<file path="src/usb_ep_pkg.sv">
// shared constants and carriers for the endpoint control block
package usb_ep_pkg;

    // ------------------------------------------------------------
    // sizes
    // ------------------------------------------------------------
    localparam int NUM_EP      = 5;
    localparam int NUM_DMA     = 2;
    localparam int IDX_W       = 9;
    localparam int DESC_ADDR_W = 13;
    localparam int DESC_LEN_W  = 10;
    localparam int XFER_CNT_W  = 11;
    localparam int EP_SEL_W    = 3;

    // ------------------------------------------------------------
    // register indices, byte address is four times the index
    // ------------------------------------------------------------
    localparam logic [IDX_W-1:0] IDX_EP_CTRL [NUM_EP] =
        '{9'h134, 9'h144, 9'h154, 9'h1a4, 9'h1b4};
    localparam logic [IDX_W-1:0] IDX_DESC_ADDR_H = 9'h160;
    localparam logic [IDX_W-1:0] IDX_DESC_ADDR_L = 9'h161;
    localparam logic [IDX_W-1:0] IDX_DESC_LEN_H  = 9'h162;
    localparam logic [IDX_W-1:0] IDX_DESC_LEN_L  = 9'h163;
    localparam logic [IDX_W-1:0] IDX_DMA_CTRL [NUM_DMA] =
        '{9'h170, 9'h172};
    localparam logic [IDX_W-1:0] IDX_TRIM        = 9'h1be;
    localparam logic [IDX_W-1:0] IDX_ADDR_MODE   = 9'h1e1;

    // ------------------------------------------------------------
    // reset values and field positions
    // ------------------------------------------------------------
    localparam logic [7:0] RST_BYTE        = 8'h00;
    localparam logic [7:0] RST_TRIM        = 8'h00;
    localparam int         SLEW_LSB        = 4;
    localparam int         TERM_LSB        = 0;
    localparam int         MANUAL_ADDR_BIT = 4;
    localparam int         ADDR_HI_W       = DESC_ADDR_W - 8;
    localparam int         LEN_HI_W        = DESC_LEN_W - 8;

    // ------------------------------------------------------------
    // carriers
    // ------------------------------------------------------------
    typedef struct packed {
        logic autoNak;
        logic shortEn;
        logic shortDis;
        logic toggle;
        logic tglSet;
        logic tglClr;
        logic nak;
        logic stall;
    } ep_ctrl_byte_t;

    typedef struct packed {
        logic xferActive;
        logic xferDoneOk;
        logic rxShort;
        logic txShortSent;
        logic toggleFlip;
    } ep_evt_t;

    typedef struct packed {
        logic respStall;
        logic respNak;
        logic shortEn;
        logic toggle;
    } ep_resp_t;

    typedef struct packed {
        logic                start;
        logic                done;
        logic                fifoEmpty;
        logic                belowMax;
        logic                epIsIn;
        logic [EP_SEL_W-1:0] epSel;
    } dma_evt_t;

endpackage

</file>
<file path="src/ep_ctrl_unit.sv">
// per-endpoint nak, stall, toggle and short-packet control
`timescale 1ns/1ps
`default_nettype none
module ep_ctrl_unit (
    // clock and reset
    input  wire logic                     clk,
    input  wire logic                     rstn,
    // register side
    input  wire logic                     wrEn,
    input  wire usb_ep_pkg::ep_ctrl_byte_t wrData,
    output var  usb_ep_pkg::ep_ctrl_byte_t rdData,
    // engine side
    input  wire usb_ep_pkg::ep_evt_t      evt,
    input  wire logic                     arm,
    output var  usb_ep_pkg::ep_resp_t     resp
);
    logic autoNak_reg, shortDis_reg, shortEn_reg, shortEn_next;
    logic toggle_reg, toggle_next, nak_reg, nak_next;
    logic nakPend_reg, nakPend_next, stall_reg, stall_next;
    logic stallEff_reg, stallEff_next;
    wire  autoNakSet = evt.xferDoneOk & (autoNak_reg
                     | (~shortDis_reg & evt.rxShort));
    wire  nakWr1     = wrEn & wrData.nak;
    wire  nakSet     = autoNakSet | ((nakWr1 | nakPend_reg) & ~evt.xferActive);

    // set wins over a software clear in the same cycle
    assign nak_next      = nakSet ? 1'b1 : ((wrEn & ~wrData.nak) ? 1'b0 : nak_reg);
    assign nakPend_next  = wrEn ? (nakWr1 & evt.xferActive)
                                : (nakPend_reg & evt.xferActive);
    assign stall_next    = wrEn ? wrData.stall : stall_reg;
    // a running transaction keeps the stall it started with
    assign stallEff_next = evt.xferActive ? stallEff_reg : stall_next;
    // strobes are not stored; clear beats set
    assign toggle_next   = (wrEn & wrData.tglClr) ? 1'b0 :
                           (wrEn & wrData.tglSet) ? 1'b1 :
                           evt.toggleFlip ? ~toggle_reg : toggle_reg;
    assign shortEn_next  = (arm | (wrEn & wrData.shortEn)) ? 1'b1 :
                           (evt.txShortSent | wrEn) ? 1'b0 : shortEn_reg;

    always_ff @(posedge clk or negedge rstn) begin
        if (!rstn) begin
            {autoNak_reg, shortDis_reg, shortEn_reg, toggle_reg} <= 4'h0;
            {nak_reg, nakPend_reg, stall_reg, stallEff_reg} <= 4'h0;
        end else begin
            autoNak_reg  <= wrEn ? wrData.autoNak : autoNak_reg;
            shortDis_reg <= wrEn ? wrData.shortDis : shortDis_reg;
            shortEn_reg  <= shortEn_next;
            toggle_reg   <= toggle_next;
            nak_reg      <= nak_next;
            nakPend_reg  <= nakPend_next;
            stall_reg    <= stall_next;
            stallEff_reg <= stallEff_next;
        end
    end

    assign rdData = '{autoNak: autoNak_reg, shortEn: shortEn_reg,
                      shortDis: shortDis_reg, toggle: toggle_reg,
                      tglSet: 1'b0, tglClr: 1'b0,
                      nak: nak_reg, stall: stall_reg};
    // stall overrides nak
    assign resp = '{respStall: stallEff_reg,
                    respNak: ~stallEff_reg & nak_reg,
                    shortEn: shortEn_reg, toggle: toggle_reg};
endmodule
`default_nettype wire

</file>
<file path="src/dma_flag_unit.sv">
// per dma channel running flag and short-packet arming
`timescale 1ns/1ps
`default_nettype none
module dma_flag_unit (
    // clock and reset
    input  wire logic                      clk,
    input  wire logic                      rstn,
    // control
    input  wire logic                      autoShort,
    input  wire usb_ep_pkg::dma_evt_t      dma,
    // status
    output logic                           running,
    output logic [usb_ep_pkg::NUM_EP-1:0] armVec
);
    logic endSeen_reg, running_reg;
    logic [usb_ep_pkg::NUM_EP-1:0] arm_reg;
    // the flag only falls once the fifo drained after the end
    wire runClr = (endSeen_reg | dma.done) & dma.fifoEmpty & ~dma.start;
    wire armHit = dma.done & autoShort & dma.epIsIn & dma.belowMax;

    always_ff @(posedge clk or negedge rstn) begin
        if (!rstn) begin
            endSeen_reg <= 1'b0;
            running_reg <= 1'b0;
            arm_reg     <= '0;
        end else begin
            endSeen_reg <= ~dma.start & ~runClr & (endSeen_reg | dma.done);
            running_reg <= dma.start | (running_reg & ~runClr);
            for (int i = 0; i < usb_ep_pkg::NUM_EP; i++) begin
                arm_reg[i] <= armHit && (dma.epSel == i[usb_ep_pkg::EP_SEL_W-1:0]);
            end
        end
    end
    assign running = running_reg;
    assign armVec  = arm_reg;
endmodule
`default_nettype wire

</file>
<file path="src/usb_device_endpoint_control.sv">
// endpoint control top: wishbone registers, descriptor counters, trims
`timescale 1ns/1ps
`default_nettype none
module usb_device_endpoint_control (
    // clock and reset
    input  wire logic                                   clk,
    input  wire logic                                   rstn,
    // wishbone slave
    input  wire logic                                   wb_cyc_i,
    input  wire logic                                   wb_stb_i,
    input  wire logic                                   wb_we_i,
    input  wire logic [11:0]                            wb_adr_i,
    input  wire logic [3:0]                             wb_sel_i,
    input  wire logic [31:0]                            wb_dat_i,
    output logic [31:0]                                 wb_dat_o,
    output logic                                        wb_ack_o,
    // endpoint engine
    input  wire usb_ep_pkg::ep_evt_t [usb_ep_pkg::NUM_EP-1:0]  epEvt,
    output usb_ep_pkg::ep_resp_t [usb_ep_pkg::NUM_EP-1:0]      epResp,
    // dma channels
    input  wire usb_ep_pkg::dma_evt_t [usb_ep_pkg::NUM_DMA-1:0] dmaEvt,
    output logic [usb_ep_pkg::NUM_DMA-1:0]              dmaRunning,
    // descriptor reply
    input  wire logic                                   descReplyActive,
    input  wire logic                                   ep0InDone,
    input  wire logic [usb_ep_pkg::XFER_CNT_W-1:0]      ep0InBytes,
    output logic [usb_ep_pkg::DESC_ADDR_W-1:0]          descStartAddr,
    output logic [usb_ep_pkg::DESC_LEN_W-1:0]           descLength,
    // transceiver and address setup
    output logic [1:0]                                  txSlewTrim,
    output logic [1:0]                                  lineTermTrim,
    output logic                                        manualAddressSelect
);
    localparam int NE = usb_ep_pkg::NUM_EP;
    localparam int ND = usb_ep_pkg::NUM_DMA;
    localparam int AW = usb_ep_pkg::DESC_ADDR_W;
    localparam int LW = usb_ep_pkg::DESC_LEN_W;
    localparam int HA = usb_ep_pkg::ADDR_HI_W;
    localparam int HL = usb_ep_pkg::LEN_HI_W;

    // ------------------------------------------------------------
    // bus handshake
    // ------------------------------------------------------------
    logic        ack_reg;
    logic [7:0]  rdByte;
    logic [31:0] rdData_reg;
    wire         req    = wb_cyc_i & wb_stb_i;
    // writes land on the acking edge, once per cycle and only when wb_sel_i[0] is set
    wire         wrAck  = req & wb_we_i & ack_reg & wb_sel_i[0];
    wire [usb_ep_pkg::IDX_W-1:0] idx = wb_adr_i[10:2];
    wire [7:0]   wByte  = wb_dat_i[7:0];

    always_ff @(posedge clk or negedge rstn) begin
        if (!rstn) begin
            ack_reg    <= 1'b0;
            rdData_reg <= 32'h0000_0000;
        end else begin
            ack_reg    <= req & ~ack_reg;
            rdData_reg <= {24'h00_0000, rdByte};
        end
    end
    assign wb_ack_o = ack_reg;
    assign wb_dat_o = rdData_reg;

    // ------------------------------------------------------------
    // address decode
    // ------------------------------------------------------------
    wire hitAddrH = (idx == usb_ep_pkg::IDX_DESC_ADDR_H);
    wire hitAddrL = (idx == usb_ep_pkg::IDX_DESC_ADDR_L);
    wire hitLenH  = (idx == usb_ep_pkg::IDX_DESC_LEN_H);
    wire hitLenL  = (idx == usb_ep_pkg::IDX_DESC_LEN_L);
    wire hitTrim  = (idx == usb_ep_pkg::IDX_TRIM);
    wire hitMode  = (idx == usb_ep_pkg::IDX_ADDR_MODE);

    // ------------------------------------------------------------
    // endpoint control registers
    // ------------------------------------------------------------
    usb_ep_pkg::ep_ctrl_byte_t epRd [NE];
    logic [7:0]  epRdOr [NE+1];
    logic [NE-1:0] epArm;
    logic [NE-1:0] dmaArm [ND];
    assign epRdOr[0] = 8'h00;

    generate
        for (genvar e = 0; e < NE; e++) begin : gEp
            wire hit = (idx == usb_ep_pkg::IDX_EP_CTRL[e]);
            logic armAny;
            always_comb begin
                armAny = 1'b0;
                for (int d = 0; d < ND; d++) begin
                    armAny = armAny | dmaArm[d][e];
                end
            end
            assign epArm[e] = armAny;
            ep_ctrl_unit uEp (
                .clk    (clk),
                .rstn   (rstn),
                .wrEn   (wrAck & hit),
                .wrData (usb_ep_pkg::ep_ctrl_byte_t'(wByte)),
                .rdData (epRd[e]),
                .evt    (epEvt[e]),
                .arm    (epArm[e]),
                .resp   (epResp[e])
            );
            assign epRdOr[e+1] = epRdOr[e] | (hit ? 8'(epRd[e]) : 8'h00);
        end
    endgenerate

    // ------------------------------------------------------------
    // dma channel flags
    // ------------------------------------------------------------
    logic [ND-1:0] autoShort_reg;
    logic [7:0]    dmaRdOr [ND+1];
    assign dmaRdOr[0] = 8'h00;

    generate
        for (genvar d = 0; d < ND; d++) begin : gDma
            wire hit = (idx == usb_ep_pkg::IDX_DMA_CTRL[d]);
            always_ff @(posedge clk or negedge rstn) begin
                if (!rstn) begin
                    autoShort_reg[d] <= 1'b0;
                end else if (wrAck & hit) begin
                    autoShort_reg[d] <= wByte[6];
                end
            end
            dma_flag_unit uDma (
                .clk       (clk),
                .rstn      (rstn),
                .autoShort (autoShort_reg[d]),
                .dma       (dmaEvt[d]),
                .running   (dmaRunning[d]),
                .armVec    (dmaArm[d])
            );
            assign dmaRdOr[d+1] = dmaRdOr[d] |
                (hit ? {dmaRunning[d], autoShort_reg[d], 6'h00} : 8'h00);
        end
    endgenerate

    // ------------------------------------------------------------
    // descriptor reply counters
    // ------------------------------------------------------------
    logic [AW-1:0] descAddr_reg, descAddr_next;
    logic [LW-1:0] descLen_reg, descLen_next;
    wire  descStep = descReplyActive & ep0InDone;
    wire [AW-1:0] addrAdv = descAddr_reg + AW'(ep0InBytes);
    // never wraps below zero when the last packet overshoots
    wire [LW-1:0] lenLeft = ({1'b0, ep0InBytes} >= (LW+1)'(descLen_reg))
                          ? '0 : descLen_reg - LW'(ep0InBytes);

    // software write has priority over a hardware step in the same cycle
    assign descAddr_next =
        (wrAck & hitAddrH) ? {wByte[HA-1:0], descAddr_reg[7:0]} :
        (wrAck & hitAddrL) ? {descAddr_reg[AW-1:8], wByte} :
        descStep ? addrAdv : descAddr_reg;
    assign descLen_next =
        (wrAck & hitLenH) ? {wByte[HL-1:0], descLen_reg[7:0]} :
        (wrAck & hitLenL) ? {descLen_reg[LW-1:8], wByte} :
        descStep ? lenLeft : descLen_reg;

    always_ff @(posedge clk or negedge rstn) begin
        if (!rstn) begin
            descAddr_reg <= '0;
            descLen_reg  <= '0;
        end else begin
            descAddr_reg <= descAddr_next;
            descLen_reg  <= descLen_next;
        end
    end
    assign descStartAddr = descAddr_reg;
    assign descLength    = descLen_reg;

    // ------------------------------------------------------------
    // transceiver trim and address mode
    // ------------------------------------------------------------
    logic [7:0] trim_reg;
    logic       manual_reg;
    always_ff @(posedge clk or negedge rstn) begin
        if (!rstn) begin
            trim_reg   <= usb_ep_pkg::RST_TRIM;
            manual_reg <= 1'b0;
        end else begin
            if (wrAck & hitTrim) begin
                trim_reg <= wByte;
            end
            if (wrAck & hitMode) begin
                manual_reg <= wByte[usb_ep_pkg::MANUAL_ADDR_BIT];
            end
        end
    end
    assign txSlewTrim          = trim_reg[usb_ep_pkg::SLEW_LSB +: 2];
    assign lineTermTrim        = trim_reg[usb_ep_pkg::TERM_LSB +: 2];
    assign manualAddressSelect = manual_reg;

    // ------------------------------------------------------------
    // read mux; the mode register is write-only and reads zero
    // ------------------------------------------------------------
    wire [7:0] trimRd = {2'b00, trim_reg[usb_ep_pkg::SLEW_LSB +: 2],
                         2'b00, trim_reg[usb_ep_pkg::TERM_LSB +: 2]};
    wire [7:0] descRd =
        hitAddrH ? {{(8-HA){1'b0}}, descAddr_reg[AW-1:8]} :
        hitAddrL ? descAddr_reg[7:0] :
        hitLenH  ? {{(8-HL){1'b0}}, descLen_reg[LW-1:8]} :
        hitLenL  ? descLen_reg[7:0] : 8'h00;
    assign rdByte = epRdOr[NE] | dmaRdOr[ND] | descRd |
                    (hitTrim ? trimRd : 8'h00);
endmodule
`default_nettype wire

</file>
<file path="config.mk">
export PLATFORM = sky130hd
export DESIGN_NAME = usb_device_endpoint_control
export DESIGN_NICKNAME = d
export VERILOG_FILES = /design/src/usb_ep_pkg.sv /design/src/ep_ctrl_unit.sv /design/src/dma_flag_unit.sv /design/src/usb_device_endpoint_control.sv
export SDC_FILE = /design/constraint.sdc
export NUM_CORES = 1
export LEC_CHECK = 0
export BUFFER_PORTS_ARGS = -buffer_cell sky130_fd_sc_hd__buf_4
export CORE_MARGIN = 3
export CORE_UTILIZATION = 52
export DETAILED_ROUTE_END_ITERATION = 16
export PLACE_DENSITY_LB_ADDON = 0.1
export SYNTH_ARGS = -nofsm -noshare
export SYNTH_HDL_FRONTEND = slang
export SYNTH_SLANG_ARGS = --single-unit
export TNS_END_PERCENT = 50
</file>
<file path="constraint.sdc">
create_clock -name clk -period 2.4 [get_ports clk]
set_input_delay 0.36 -clock clk [delete_from_list [all_inputs] [get_ports clk]]
set_output_delay 0.36 -clock clk [all_outputs]
set_load 0.1 [all_outputs]
</file>
# Word level (Yosys, flattened, before mapping)
# Cells that the tools add are included.
[totals]
inputBits = 107
elab_cells = 341
ff_bits = 95
[op_classes]
muxes = 64
n_lt_le_gt_ge = 1
addsub = 2
reduce_logical = 35
bitwise_logic = 160
n_eq_ne = 23
[op_table]
columns = ["cell", "n"]
rows = [
  ["9-bit equality test, second input constant", 13],
  ["1-bit bitwise AND", 90],
  ["8-bit 2-to-1 mux", 11],
  ["8-bit bitwise OR", 8],
  ["1-bit 2-to-1 mux", 45],
  ["10-bit 2-to-1 mux", 4],
  ["13-bit 2-to-1 mux", 3],
  ["1-bit bitwise OR", 34],
  ["1-bit inverter", 28],
  ["2-bit nonzero test", 14],
  ["3-bit nonzero test", 5],
  ["13-bit by 11-bit adder with 13-bit output", 1],
  ["3-bit by 2-bit equality test with 1-bit output, second input constant", 4],
  ["11-bit by 10-bit >= comparator with 1-bit output", 1],
  ["1-bit logical AND", 10],
  ["10-bit subtractor", 1],
  ["2-bit AND reduction", 4],
  ["3-bit by 1-bit equality test with 1-bit output, second input constant", 2],
  ["3-bit equality test, second input constant", 2],
  ["3-bit logical NOT", 2],
  ["6-bit 2-to-1 mux", 1],
  ["2-bit inequality test, second input constant", 2],
]

# Longest topological paths before layout
# Gate-level depths: netlist (run 1).
[logic_depth]
ltp_word = 10
depth_mapped = 9
mapped_depth_nobuf = 9

# By module
# A second synthesis (run 1) with hierarchy kept.
[unflattened]
cells_unflattened = 661
hier_area_um2 = 6441.2
[modules_own_cells]
columns = ["module", "seq_area_each_um2", "area_each_um2", "n_inst", "cells_each"]
rows = [
  ["usb_device_endpoint_control", 975.9, 3751.1, 1, 430],
  ["ep_ctrl_unit", 200.2, 435.4, 5, 39],
  ["dma_flag_unit", 175.2, 256.5, 2, 18],
]

# Least setup slack after synthesis (run 1)
# Ideal clock, no wire load.
[synth_path]
path_type = "register to register"
start = "register descLen_reg[6] (netlist: descLength[6])"
end = "register descLen_reg[9] (netlist: descLength[9])"
setup_slack_ps = -320
path_stages_with_launch = 9
setup_ps = 139
t_arrival_ps = 2581
path_buffers = 1
required_ps = 2261
cell_sequence = "dfrtp_1 > ha_1 > clkbuf_1 > a21o_1 > or3_1 > o21ai_1 > nor3_1 > a311oi_1 > o221ai_1"
[synth_via]
elab_chain_cells = 5
word_cells_on_any_way = 6
[synth_rtl]
columns = ["item", "line_no", "rtl"]
rows = [
  ["start: declaration", "usb_device_endpoint_control.sv:143", "logic [LW-1:0] descLen_reg, descLen_next;"],
  ["start signal: assignment", "usb_device_endpoint_control.sv:166", "descLen_reg <= descLen_next;"],
  ["10-bit subtractor or 11-bit by 10-bit >= comparator with 1-bit output (tied branches)", "usb_device_endpoint_control.sv:148, usb_device_endpoint_control.sv:147", ""],
  ["10-bit 2-to-1 mux (*)", "usb_device_endpoint_control.sv:148", "? '0 : descLen_reg - LW'(ep0InBytes);"],
  ["10-bit 2-to-1 mux (*)", "usb_device_endpoint_control.sv:158", "descStep ? lenLeft : descLen_reg;"],
  ["10-bit 2-to-1 mux (*)", "usb_device_endpoint_control.sv:157", "(wrAck & hitLenL) ? {descLen_reg[LW-1:8], wByte} :"],
  ["10-bit 2-to-1 mux (*)", "usb_device_endpoint_control.sv:156", "(wrAck & hitLenH) ? {wByte[HL-1:0], descLen_reg[7:0]} :"],
]
# Mark *: on every way between the ends. The rest lies on a longest branch, timed or not. The select of a mux whose other input is x is not followed.
# A chain may end at the register's enable or synchronous reset.

# Worst setup path in the final report (run 1)
[layout_path]
start = "register descAddr_reg[0] (netlist: descStartAddr[0])"
end = "register descAddr_reg[6] (netlist: descStartAddr[6])"
[layout_via]
elab_chain_cells = 3
[layout_rtl]
columns = ["item", "line_no", "rtl"]
rows = [
  ["start: declaration", "usb_device_endpoint_control.sv:142", "logic [AW-1:0] descAddr_reg, descAddr_next;"],
  ["start signal: assignment", "usb_device_endpoint_control.sv:165", "descAddr_reg <= descAddr_next;"],
  ["13-bit by 11-bit adder with 13-bit output", "usb_device_endpoint_control.sv:145", "wire [AW-1:0] addrAdv = descAddr_reg + AW'(ep0InBytes);"],
  ["13-bit 2-to-1 mux", "usb_device_endpoint_control.sv:154", "descStep ? addrAdv : descAddr_reg;"],
  ["13-bit 2-to-1 mux", "usb_device_endpoint_control.sv:153", "(wrAck & hitAddrL) ? {descAddr_reg[AW-1:8], wByte} :"],
]
# Every way passes these cells. The select of a mux whose other input is x is not followed.

==> out/qor.txt, run 1 <==
Peak supply drop = 1.08 mV
Initial Util = 54.2%
Area of the multi-input gates = 3280 sq um
Gpl congestion = 0.894
Data required, critical path = 2.59 ns
Number of flip-flops in the largest register = 13
FF/Latch Area = 2350 sq um
DIE AREA = 12900 sq um
WP depth = 9
Seq cells post-synth = 93
Row Count = 38
Achievable frequency = 440 MHz
Top_reg_cell synth = dfrtp_1
Gr ovfl total = 0
Clock-pin slew on the worst setup and hold paths = 0.06 ns
Setup TNS = 0 ns
Worst skew pair latency = 0.35 ns
Vias per Instance = 5.85
Die width = 114 microns
CP endpoint kind = flip-flop
Design area = 7510 sq um
Worst-path maximum fanout = 3
RSZ-0062 raised after global routing = false
Worst-case clock buffer depth = 2
Filler instances = 895
Clock skew = 0.00691 ns
Setup-failing EPs final = 0
Mapped Avg Cell Area = 9.48 sq um
Max incr delay on CP = 0.48 ns
Slew @ Worst Pin = 0.636 ns
Top-area cell type share of the netlist area = 38.7%
Min-delay worst type = in -> async
Outcome = finished, violations left
Crit path DAT = 2.46 ns
Y dimension of the die = 114 microns
Worst R2R Path Depth = 9
Largest area contributor in the netlist = dfrtp_1
Cts bufs inserted = 9
CTS root buffer = clkbuf_16
Slew Limit Fails = 0
Hold WS = -0.00967 ns
1st-iter DRT viols = 414
I/O Pins = 190
Power per Cell Area = 931 nW/um^2
Routed len/inst = 19.2 microns
Worst slew margin = 57.6%
Global-route wire length before repair = 27300 microns
Initial antenna violation count = 0
Leakage Power = 3.62 nW
H-tree Lvls = 3
Vias in the first global route = 5166
Vias = 5369
I/O Buffers = 135
HPWL after DPL = 13700 microns
DRT antenna net count = 0
Overall Global Routing Usage = 27.3%
Syn-to-layout area delta = 25.0%
Commonest cells post-synth = dfrtp_1, nand2_1, buf_4, o21ai_0, a21oi_1
Top Family by Delay on Critical Path = compound AO/OA/AOI/OAI gates
CORE AREA = 11100 sq um
Worst Setup SP = descStartAddr[0]$_DFFE_PN0P_
Worst path slowest cell = dfrtp_4
R2r startpoint = descStartAddr[0]$_DFFE_PN0P_
Yosys cell types = 68
Pin count of the biggest net entering global routing = 42
CTS tree = built
FFs w/ async S/R, synth = 100%
Final hold violations = 9
Post-Syn Instances = 634
Post-Route WL = 17600 microns
CP bufs+invs = 1
Minimum clock period = 2.27 ns
Seq/Total Area, Yosys = 38.7%
Max cap viols = 0
Share of layout cells above drive strength 1 = 30.1%
Post-synth EDFFs = 0
Post-DP Area = 7190 sq um
Worst path cell trace = ha_1 -> fa_2 -> a21o_1 -> a221oi_2 -> buf_4 -> xor2_1 -> nor2_1 -> a21oi_2 -> o21ai_0
Net count reported at finish = 913
Cell with the most instances after synthesis = dfrtp_1
Fin crit share = 94.6%
CP startpoint kind = flip-flop
Failing checks = hold timing
CP Class = reg -> reg
Top cells by area, synth = dfrtp_1, ha_1, buf_4
Antenna Cells = 0
Count of clock tree sinks = 93
Yosys warning total = 0
DRC Markers = 0
DR pass1 iterations = 5
Hold buffer count at CTS = 0
Post-Syn Area = 6010 sq um
-- area by class of cell --
| type | count | share of cell area (%) |
|---|---|---|
| well taps | 140 | 2.33 |
| repair buffers | 172 | 17.5 |
| clock buffers | 12 | 3.28 |
| multi-input cells | 473 | 43.7 |
| inverters | 25 | 1.25 |
| clock inverters | 3 | 0.616 |
| flip-flops and latches | 93 | 31.3 |
-- per-layer routing --
| layer | track usage (%) | share of wire [%] | vias up |
|---|---|---|---|
| met5 | 0 | 0 | - |
| met4 | 9.46 | 2.0 | 0 |
| met3 | 5.94 | 9.2 | 30 |
| met2 | 43.1 | 47 | 276 |
| met1 | 37.1 | 42 | 2551 |
| li1 | - | - | 2512 |
-- per-stage QoR --
step                      std cells  setup slack [ns]  utilization (%)  power [mW]
after floorplan                 657           -0.0197                -        4.70
after global placement          903             0.117             64.9        5.43
after detailed placement        903            0.0671             64.9        5.50
after CTS                       918            0.0104             67.6        6.95
after global routing            918            0.0320             67.8        7.31
final                           918             0.128             67.8        7.00
-- power by group --
group | internal, mW | switching [mW]
clock network | 0.833 | 0.608
registers | 1.77 | 0.276
logic | 1.00 | 2.50
-- what timing repair did --
| action | in CTS | in global routing |
|---|---|---|
| endpoints found under the setup margin | 0 | 11 |
| gates resized for setup | 0 | 6 |
| buffers inserted | 0 | 0 |
-- cells by family (layout without fill, tap and decap cells) --
kind of cell	Yosys count	count (layout)	synth area share, %
other	1	24	0.0624
AOI/OAI and AO/OA	167	167	18.5
adders and majority gates	32	32	6.91
DFF	93	93	38.7
buffers and inverters	91	212	8.54
xor gates and xnor gates	21	21	3.06
and+or+nand+nor	193	193	17.7
muxes	36	36	6.48
-- worst paths after layout --
check / endpoint / slack (ns)
max: descStartAddr[6]$_DFFE_PN0P_ / 0.13
min: descLength[0]$_DFFE_PN0P_ / -0.01
max reg2reg: descStartAddr[6]$_DFFE_PN0P_ / 0.13
min reg2reg: gEp[4].uEp.shortEn_reg$_DFFE_PN0P_ / 0.43
max in group asynchronous: gEp[3].uEp.toggle_reg$_DFFE_PN0P_ / 1.72
min in group clk: gDma[1].uDma.endSeen_reg$_DFF_PN0_ / 0.17
-- placed cells by master (no fill, tap or decap), types with 7 or more instances in the layout --
cell | netlist | final
xnor2_1 | 8 | 8
xor2_1 | 13 | 13
nor3_1 | 8 | 8
inv_1 | 25 | 25
nand4_1 | 7 | 7
a221oi_1 | 9 | 8
mux2_2 | 19 | 19
clkbuf_16 | 0 | 9
buf_4 | 42 | 170
nor2_1 | 29 | 29
mux2i_1 | 13 | 13
a21o_1 | 11 | 11
dfrtp_1 | 93 | 76
dfrtp_2 | 0 | 15
ha_1 | 30 | 30
o21ai_0 | 41 | 41
nor2b_1 | 21 | 21
nand2_1 | 64 | 64
nand3_1 | 7 | 7
conb_1 | 1 | 24
a22oi_1 | 14 | 13
nor3b_1 | 8 | 8
and3_1 | 9 | 9
a21oi_1 | 36 | 35
No activity file was read; power rests on OpenSTA's default activity.
==> run 2, diff against run 1 <==
- CORE_ASPECT_RATIO: not set -> 1.2
==> run 2 against run 1 <==
Effect of this change: first-iteration DRC count shrank 25%; clock skew is essentially flat; final cell count grew 2.0%; the run now ends clean; non-clock buffer count grew 3; largest cell class unchanged; critical path type unchanged; combinational power is essentially flat; critical endpoint is now descStartAddr[10]$_DFFE_PN0P_; die area is essentially flat; sequential power is essentially flat; fmax shrank 2.3%.
==> out/qor.txt, run 2 (synthesis gave the netlist of run 1 again) <==
Worst hold start = dmaEvt[13]
DIE AREA = 12900 sq um (about the same)
Gpl congestion = 0.904 (+1.1%)
Worst slew margin = 66.1% (+8.5 points)
CP startpoint kind = flip-flop
Max incr delay on CP = 0.47 ns (about the same)
Max cap viols = 0 (unchanged)
Peak supply drop = 0.888 mV (-18%)
DRC Markers = 0 (unchanged)
DR pass1 iterations = 5 (unchanged)
Outcome = completed
Gr ovfl total = 0 (unchanged)
H-tree Lvls = 3 (unchanged)
Setup Buffers After CTS = 0 (unchanged)
Final hold violations = 0 (-9)
Vias per Instance = 5.71 (-2.3%)
Min-delay worst type = in -> reg
Post-DP Area = 7230 sq um (+0.45%)
CTS tree = built
Fin crit share = 96.8% (+2.2 points)
Achievable frequency = 430 MHz (-2.3%)
Slew Limit Fails = 0 (unchanged)
Most common cell after layout, fill and taps aside = buf_4
Y dimension of the die = 124 microns (+9.0%)
CORE AREA = 11100 sq um (+0.57%)
Clock-pin slew on the worst setup and hold paths = 0.06 ns (about the same)
Power per Cell Area = 928 nW/um^2 (-0.31%)
Worst-case clock buffer depth = 2 (unchanged)
Share of layout cells above drive strength 1 = 29.9% (-0.15 points)
Initial antenna violation count = 0 (unchanged)
Global-route wire length before repair = 27000 microns (-1.1%)
Die width = 104 microns (-8.3%)
Number of flip-flops in the largest register = 13 (unchanged)
CTS root buffer = clkbuf_16
Top Family by Delay on Critical Path = compound AO/OA/AOI/OAI gates
Routed len/inst = 19.0 microns (-1.2%)
RSZ-0062 raised after global routing = false
Vias in the first global route = 5215 (+0.95%)
Worst path cell trace = ha_1 -> fa_1 -> a21o_1 -> a22oi_1 -> o2111ai_1 -> xor2_1 -> mux2i_1 -> o21ai_0
Net count reported at finish = 916 (+0.33%)
I/O Buffers = 135 (unchanged)
Utilization after layout = 67.8% (about the same)
Crit path DAT = 2.56 ns (+0.10 ns)
Antenna Cells = 0 (unchanged)
DRT antenna net count = 0 (unchanged)
Cts bufs inserted = 9 (unchanged)
Leakage Power = 3.65 nW (+0.62%)
HPWL after DPL = 14100 microns (+3.4%)
Worst skew pair latency = 0.36 ns (about the same)
CP bufs+invs = 0 (-1)
Syn-to-layout area delta = 25.6%
Row Count = 42 (+11%)
CP endpoint kind = flip-flop
CP Class = reg -> reg
Design area = 7550 sq um (+0.50%)
Vias = 5348 (-0.39%)
Overall Global Routing Usage = 27.1% (-0.12 points)
Initial Util = 53.9% (-0.30 points)
Worst path slowest cell = dfrtp_4
Most frequent cells in the layout = buf_4, dfrtp_1, nand2_1
Pin count of the biggest net entering global routing = 54 (+29%)
Worst Setup SP = descStartAddr[0]$_DFFE_PN0P_
Slew @ Worst Pin = 0.507 ns (-0.129 ns)
Filler instances = 945 (+5.6%)
Worst-path maximum fanout = 3 (unchanged)
Minimum clock period = 2.32 ns (+0.0526 ns)
1st-iter DRT viols = 312 (-25%)
R2r startpoint = descStartAddr[0]$_DFFE_PN0P_
Setup-failing EPs final = 0 (unchanged)
Clock skew = 0.00662 ns (-0.000287 ns)
I/O Pins = 190 (unchanged)
Data required, critical path = 2.63 ns (+0.04 ns)
Post-Route WL = 17800 microns (+0.77%)
Count of clock tree sinks = 93 (unchanged)
run 2: changes by cell type in the layout (fill, tap and decap cells not counted):
cell,previous run,this run
buf_4,170,172
a21oi_1,35,36
a21oi_2,1,0
a22oi_1,13,14
a22oi_2,1,0
clkbuf_1,2,1
clkinv_2,0,1
dlygate4sd3_1,0,1
fa_1,1,2
fa_2,1,0
inv_6,0,1
o21bai_1,3,4
o21bai_2,1,0
run 2: area by class of cell:
class	instances	area [sq um]	area share [%]
clock inverters	5	60.1	0.795
well taps	154	193	2.55
multi-input cells	473	3270	43.3
inverters	25	93.8	1.24
flip-flops and latches	93	2350	31.2
clock buffers	11	243	3.22
repair buffers	175	1340	17.8
run 2: worst register-to-register path, delay by kind of cell, from the launching register on:
| family | cells | cell delay (ns) |
|---|---|---|
| xor+xnor | 1 | 0.18 |
| fa+ha+maj | 2 | 0.64 |
| mux | 1 | 0.13 |
| flops | 1 | 0.47 |
| compound gates | 4 | 0.79 |
run 2: routing by layer:
layer	vias up	GRT usage [%]	part of all wire, %
met5	-	0	0
met4	0	13.7	3.7
met3	41	4.61	5.4
met2	186	51.0	53
met1	2607	29.7	38
li1	2514	-	-
run 2: what timing repair did:
| item | in CTS | in global routing |
|---|---|---|
| hold endpoints to repair | 20 | 0 |
| resized for setup | 0 | 2 |
| hold buffers | 1 | 0 |
| endpoints found under the setup margin | 0 | 2 |
run 2: worst paths after layout:
check / end / slack, ns / depth (start not counted)
setup / recovery: descStartAddr[10]$_DFFE_PN0P_ / 0.08 / 8
setup reg to reg: descStartAddr[10]$_DFFE_PN0P_ / 0.08 / 8
hold / removal: gDma[1].uDma.endSeen_reg$_DFF_PN0_ / 0.17 / 2
hold reg to reg: gEp[1].uEp.shortEn_reg$_DFFE_PN0P_ / 0.43 / 1
max in group asynchronous: wb_ack_o$_DFF_PN0_ / 1.36 / 3
min in group asynchronous: gEp[3].uEp.nakPend_reg$_DFF_PN0_ / 0.43 / 2
run 2: where the power goes:
part	total, mW	switching (mW)	internal (mW)
sequential	2.04	0.273	1.77
combinational	3.50	2.49	1.01
clock	1.47	0.627	0.840
run 2: stage by stage:
stage               cells  TNS [ns]  setup slack [ns]  total power, mW  hold WS (ns)
floorplan             657   -0.0197           -0.0197             4.70        0.0644
finish                936         0            0.0758             7.01         0.167
global placement      919         0             0.106             5.45         0.274
CTS                   936         0            0.0913             6.99         0.160
detailed placement    919         0            0.0673             5.51         0.280
global route          936         0            0.0106             7.32         0.171
==> run 3, diff against run 2 <==
- ABC_AREA: not set -> 1
- CELL_PAD_IN_SITES_DETAIL_PLACEMENT: not set -> 1
- CELL_PAD_IN_SITES_GLOBAL_PLACEMENT: not set -> 1
- CORE_UTILIZATION: 52 -> 37
- GPL_TIMING_DRIVEN: not set -> 0
==> run 3 against run 2 <==
Effect of this change: core utilization decreased by 20 points; sequential power about the same; register-to-register slack gained 0.14 ns; synthesized area increased by 6.6%; count of clock-buffer cells in the layout is 1 lower; synthesized cell count rose by 42%; final area increased by 7.2%.
==> out/qor.txt, run 3 <==
Outcome = completed
Top_reg_cell synth = dfrtp_1
Worst slew margin = 19.7% (-46 points)
Yosys cell types = 47 (-31%)
DRC Markers = 0 (unchanged)
Top cells by area, synth = dfrtp_1, nand2_1, inv_1
I/O Buffers = 134 (-0.74%)
Routed len/inst = 16.9 microns (-11%)
DRT antenna net count = 0 (unchanged)
Minimum clock period = 2.18 ns (-0.143 ns)
Largest area contributor in the netlist = dfrtp_1
HPWL after DPL = 17500 microns (+24%)
Met3 Use GR = 3.23% (-1.4 points)
Commonest cells post-synth = nand2_1, inv_1, nor2_1, dfrtp_1, nand3_1
Post-Route WL = 21800 microns (+23%)
Overall Global Routing Usage = 23.4% (-3.7 points)
I/O Pins = 190 (unchanged)
Vias = 6301 (+18%)
Final hold violations = 0 (unchanged)
Met1 Track Usage GR = 28.0% (-1.7 points)
CP endpoint kind = flip-flop
Post-synth EDFFs = 0 (unchanged)
Switching power = 3.51 mW (+3.4%)
Setup TNS = 0 ns (unchanged)
Net count reported at finish = 1206 (+32%)
Post-cts gate resize count = 0 (unchanged)
Vias per Instance = 4.90 (-14%)
Cts bufs inserted = 9 (unchanged)
Top-area cell type share of the netlist area = 36.3% (-2.4 points)
Global-route wire length before repair = 34700 microns (+28%)
CP Class = reg -> reg
Setup-failing EPs final = 0 (unchanged)
Most common cell after layout, fill and taps aside = nand2_1
GR peak layer = met2
Initial Util = 37.9% (-16 points)
Design area = 8090 sq um (+7.2%)
Hold buffer count at CTS = 0 (-1)
CORE AREA = 16900 sq um (+52%)
DIE AREA = 18900 sq um (+47%)
CTS tree = built
Worst-case clock buffer depth = 2 (unchanged)
Crit path DAT = 2.48 ns (-0.08 ns)
Most frequent cells in the layout = nand2_1, buf_4, inv_1
Row Count = 52 (+24%)
Worst skew pair latency = 0.35 ns (about the same)
Vias in the first global route = 6558 (+26%)
Filler instances = 2220 (+130%)
Fin crit share = 90.9% (-6.0 points)
GRT met2 Usage = 43.3% (-7.7 points)
DR pass1 iterations = 4 (-1)
Slew @ Worst Pin = 1.20 ns (+0.698 ns)
Syn-to-layout area delta = 26.3%
Mapped Avg Cell Area = 7.13 sq um (-25%)
Setup Buffers After CTS = 0 (unchanged)
Y dimension of the die = 150 microns (+21%)
Pin count of the biggest net entering global routing = 94 (+74%)
Power per Cell Area = 879 nW/um^2 (-5.3%)
Area of the multi-input gates = 3300 sq um (+1.0%)
RSZ-0062 raised after global routing = false
FFs w/ async S/R, synth = 100% (unchanged)
Post-Syn Instances = 899 (+42%)
Post-DP Area = 7770 sq um (+7.5%)
CTS root buffer = clkbuf_16
Clock skew = 0.00593 ns (-0.000686 ns)
Slew Limit Fails = 0 (unchanged)
1st-iter DRT viols = 210 (-33%)
Initial antenna violation count = 0 (unchanged)
Gr ovfl total = 0 (unchanged)
Data required, critical path = 2.69 ns (+0.06 ns)
Peak supply drop = 0.596 mV (-33%)
Setup slack after placement = 0.181 ns (+0.114 ns)
Min-delay worst type = in -> reg
Number of flip-flops in the largest register = 13 (unchanged)
Cell Count, Final, Fillers Out = 1287 (+38%)
Sw frac = 49.3% (+0.91 points)
Clock network fraction of total power = 22.4% (+1.5 points)
Utilization after layout = 47.8% (-20 points)
Die width = 126 microns (+21%)
H-tree Lvls = 3 (unchanged)
Share of layout cells above drive strength 1 = 22.0% (-7.9 points)
Worst-path maximum fanout = 6 (+3)
Clock-pin slew on the worst setup and hold paths = 0.07 ns (about the same)
Achievable frequency = 459 MHz (+6.6%)
Combinational Power Share = 48.8% (-1.1 points)
Final setup margin = 0.219 ns (+0.143 ns)
Cell Int Power = 3.61 mW (-0.27%)
Design Power = 7.12 mW (+1.5%)
Seq cells post-synth = 93 (unchanged)
Max cap viols = 0 (unchanged)
Antenna Cells = 0 (unchanged)
Count of clock tree sinks = 93 (unchanged)
Hold WS = 0.171 ns (+0.00377 ns)
CP startpoint kind = flip-flop
Cell with the most instances after synthesis = nand2_1
Placed cells = 1272 (+38%)
FF/Latch Area = 2330 sq um (-1.1%)
Gpl congestion = 0.874 (-3.4%)
Post-Syn Area = 6410 sq um (+6.6%)
Flop pwr share = 28.8% (-0.4 points)
Leakage Power = 4.48 nW (+23%)
Yosys warning total = 0 (unchanged)
Seq/Total Area, Yosys = 36.3% (-2.4 points)
[run 3: final timing paths]
path | from | endpoint | slack [ns] | depth (start not counted)
worst min register to register | wb_ack_o$_DFF_PN0_ | wb_ack_o$_DFF_PN0_ | 0.45 | 1
worst max register to register | descLength[8]$_DFFE_PN0P_ | descLength[6]$_DFFE_PN0P_ | 0.22 | 10
worst min-delay path | dmaEvt[0] | gDma[0].uDma.armVec[2]$_DFF_PN0_ | 0.17 | 2
worst max-delay path | descLength[8]$_DFFE_PN0P_ | descLength[6]$_DFFE_PN0P_ | 0.22 | 10
min in group asynchronous | rstn | gEp[3].uEp.stallEff_reg$_DFFE_PN0N_ | 0.24 | 1
max in group asynchronous | rstn | descLength[3]$_DFFE_PN0P_ | 1.38 | 1
[run 3: power groups by stage]
| stage | Sequential [mW] | Combinational, mW | Clock (mW) |
|---|---|---|---|
| 3_5_place_dp | 2.09 | 3.47 | 0 |
| 4_1_cts | 2.06 | 3.49 | 1.61 |
| 6_report | 2.05 | 3.47 | 1.59 |
| 2_1_floorplan | 2.88 | 1.76 | 0 |
| 5_1_grt | 2.08 | 3.76 | 1.67 |
| 3_3_place_gp | 2.09 | 3.43 | 0 |
[run 3: kinds of logic (layout without fill, tap and decap cells)]
logic type	count (synthesis)	count (layout)	synth area share [%]
simple gates	459	459	31.4
buf+inv	183	332	13.6
compound gates	119	119	10.5
flops	93	93	36.3
fa+ha+maj	32	32	6.48
xor+xnor	10	10	1.37
mux	2	2	0.332
other cells	1	24	0.0585
[run 3: final cells by class]
cell class	count	share of cell area (%)
multi-input combinational	646	40.8
sequential	93	28.8
timing repair buffer	134	12.4
inverter	132	6.18
buffer	51	4.55
tap	216	3.34
clock buffer	10	2.95
clock inverter	5	1.04
[run 3: metal layers]
layer  share of wire (%)  wire (microns)
met3                 4.0             865
met4                 2.7             589
met2                  52           11300
met1                  41            8970
met5                   0               0
[run 3: worst max-delay path, cell delays in order (launching register included)]
cell,delay (ns)
dfrtp_1,0.46
ha_1,0.39
nand2_1,0.09
nand2_1,0.04
a21oi_1,0.27
nand2_1,0.09
nor2_1,0.38
nand3_1,0.18
nand2_1,0.12
nand2_1,0.06
nand2_1,0.05
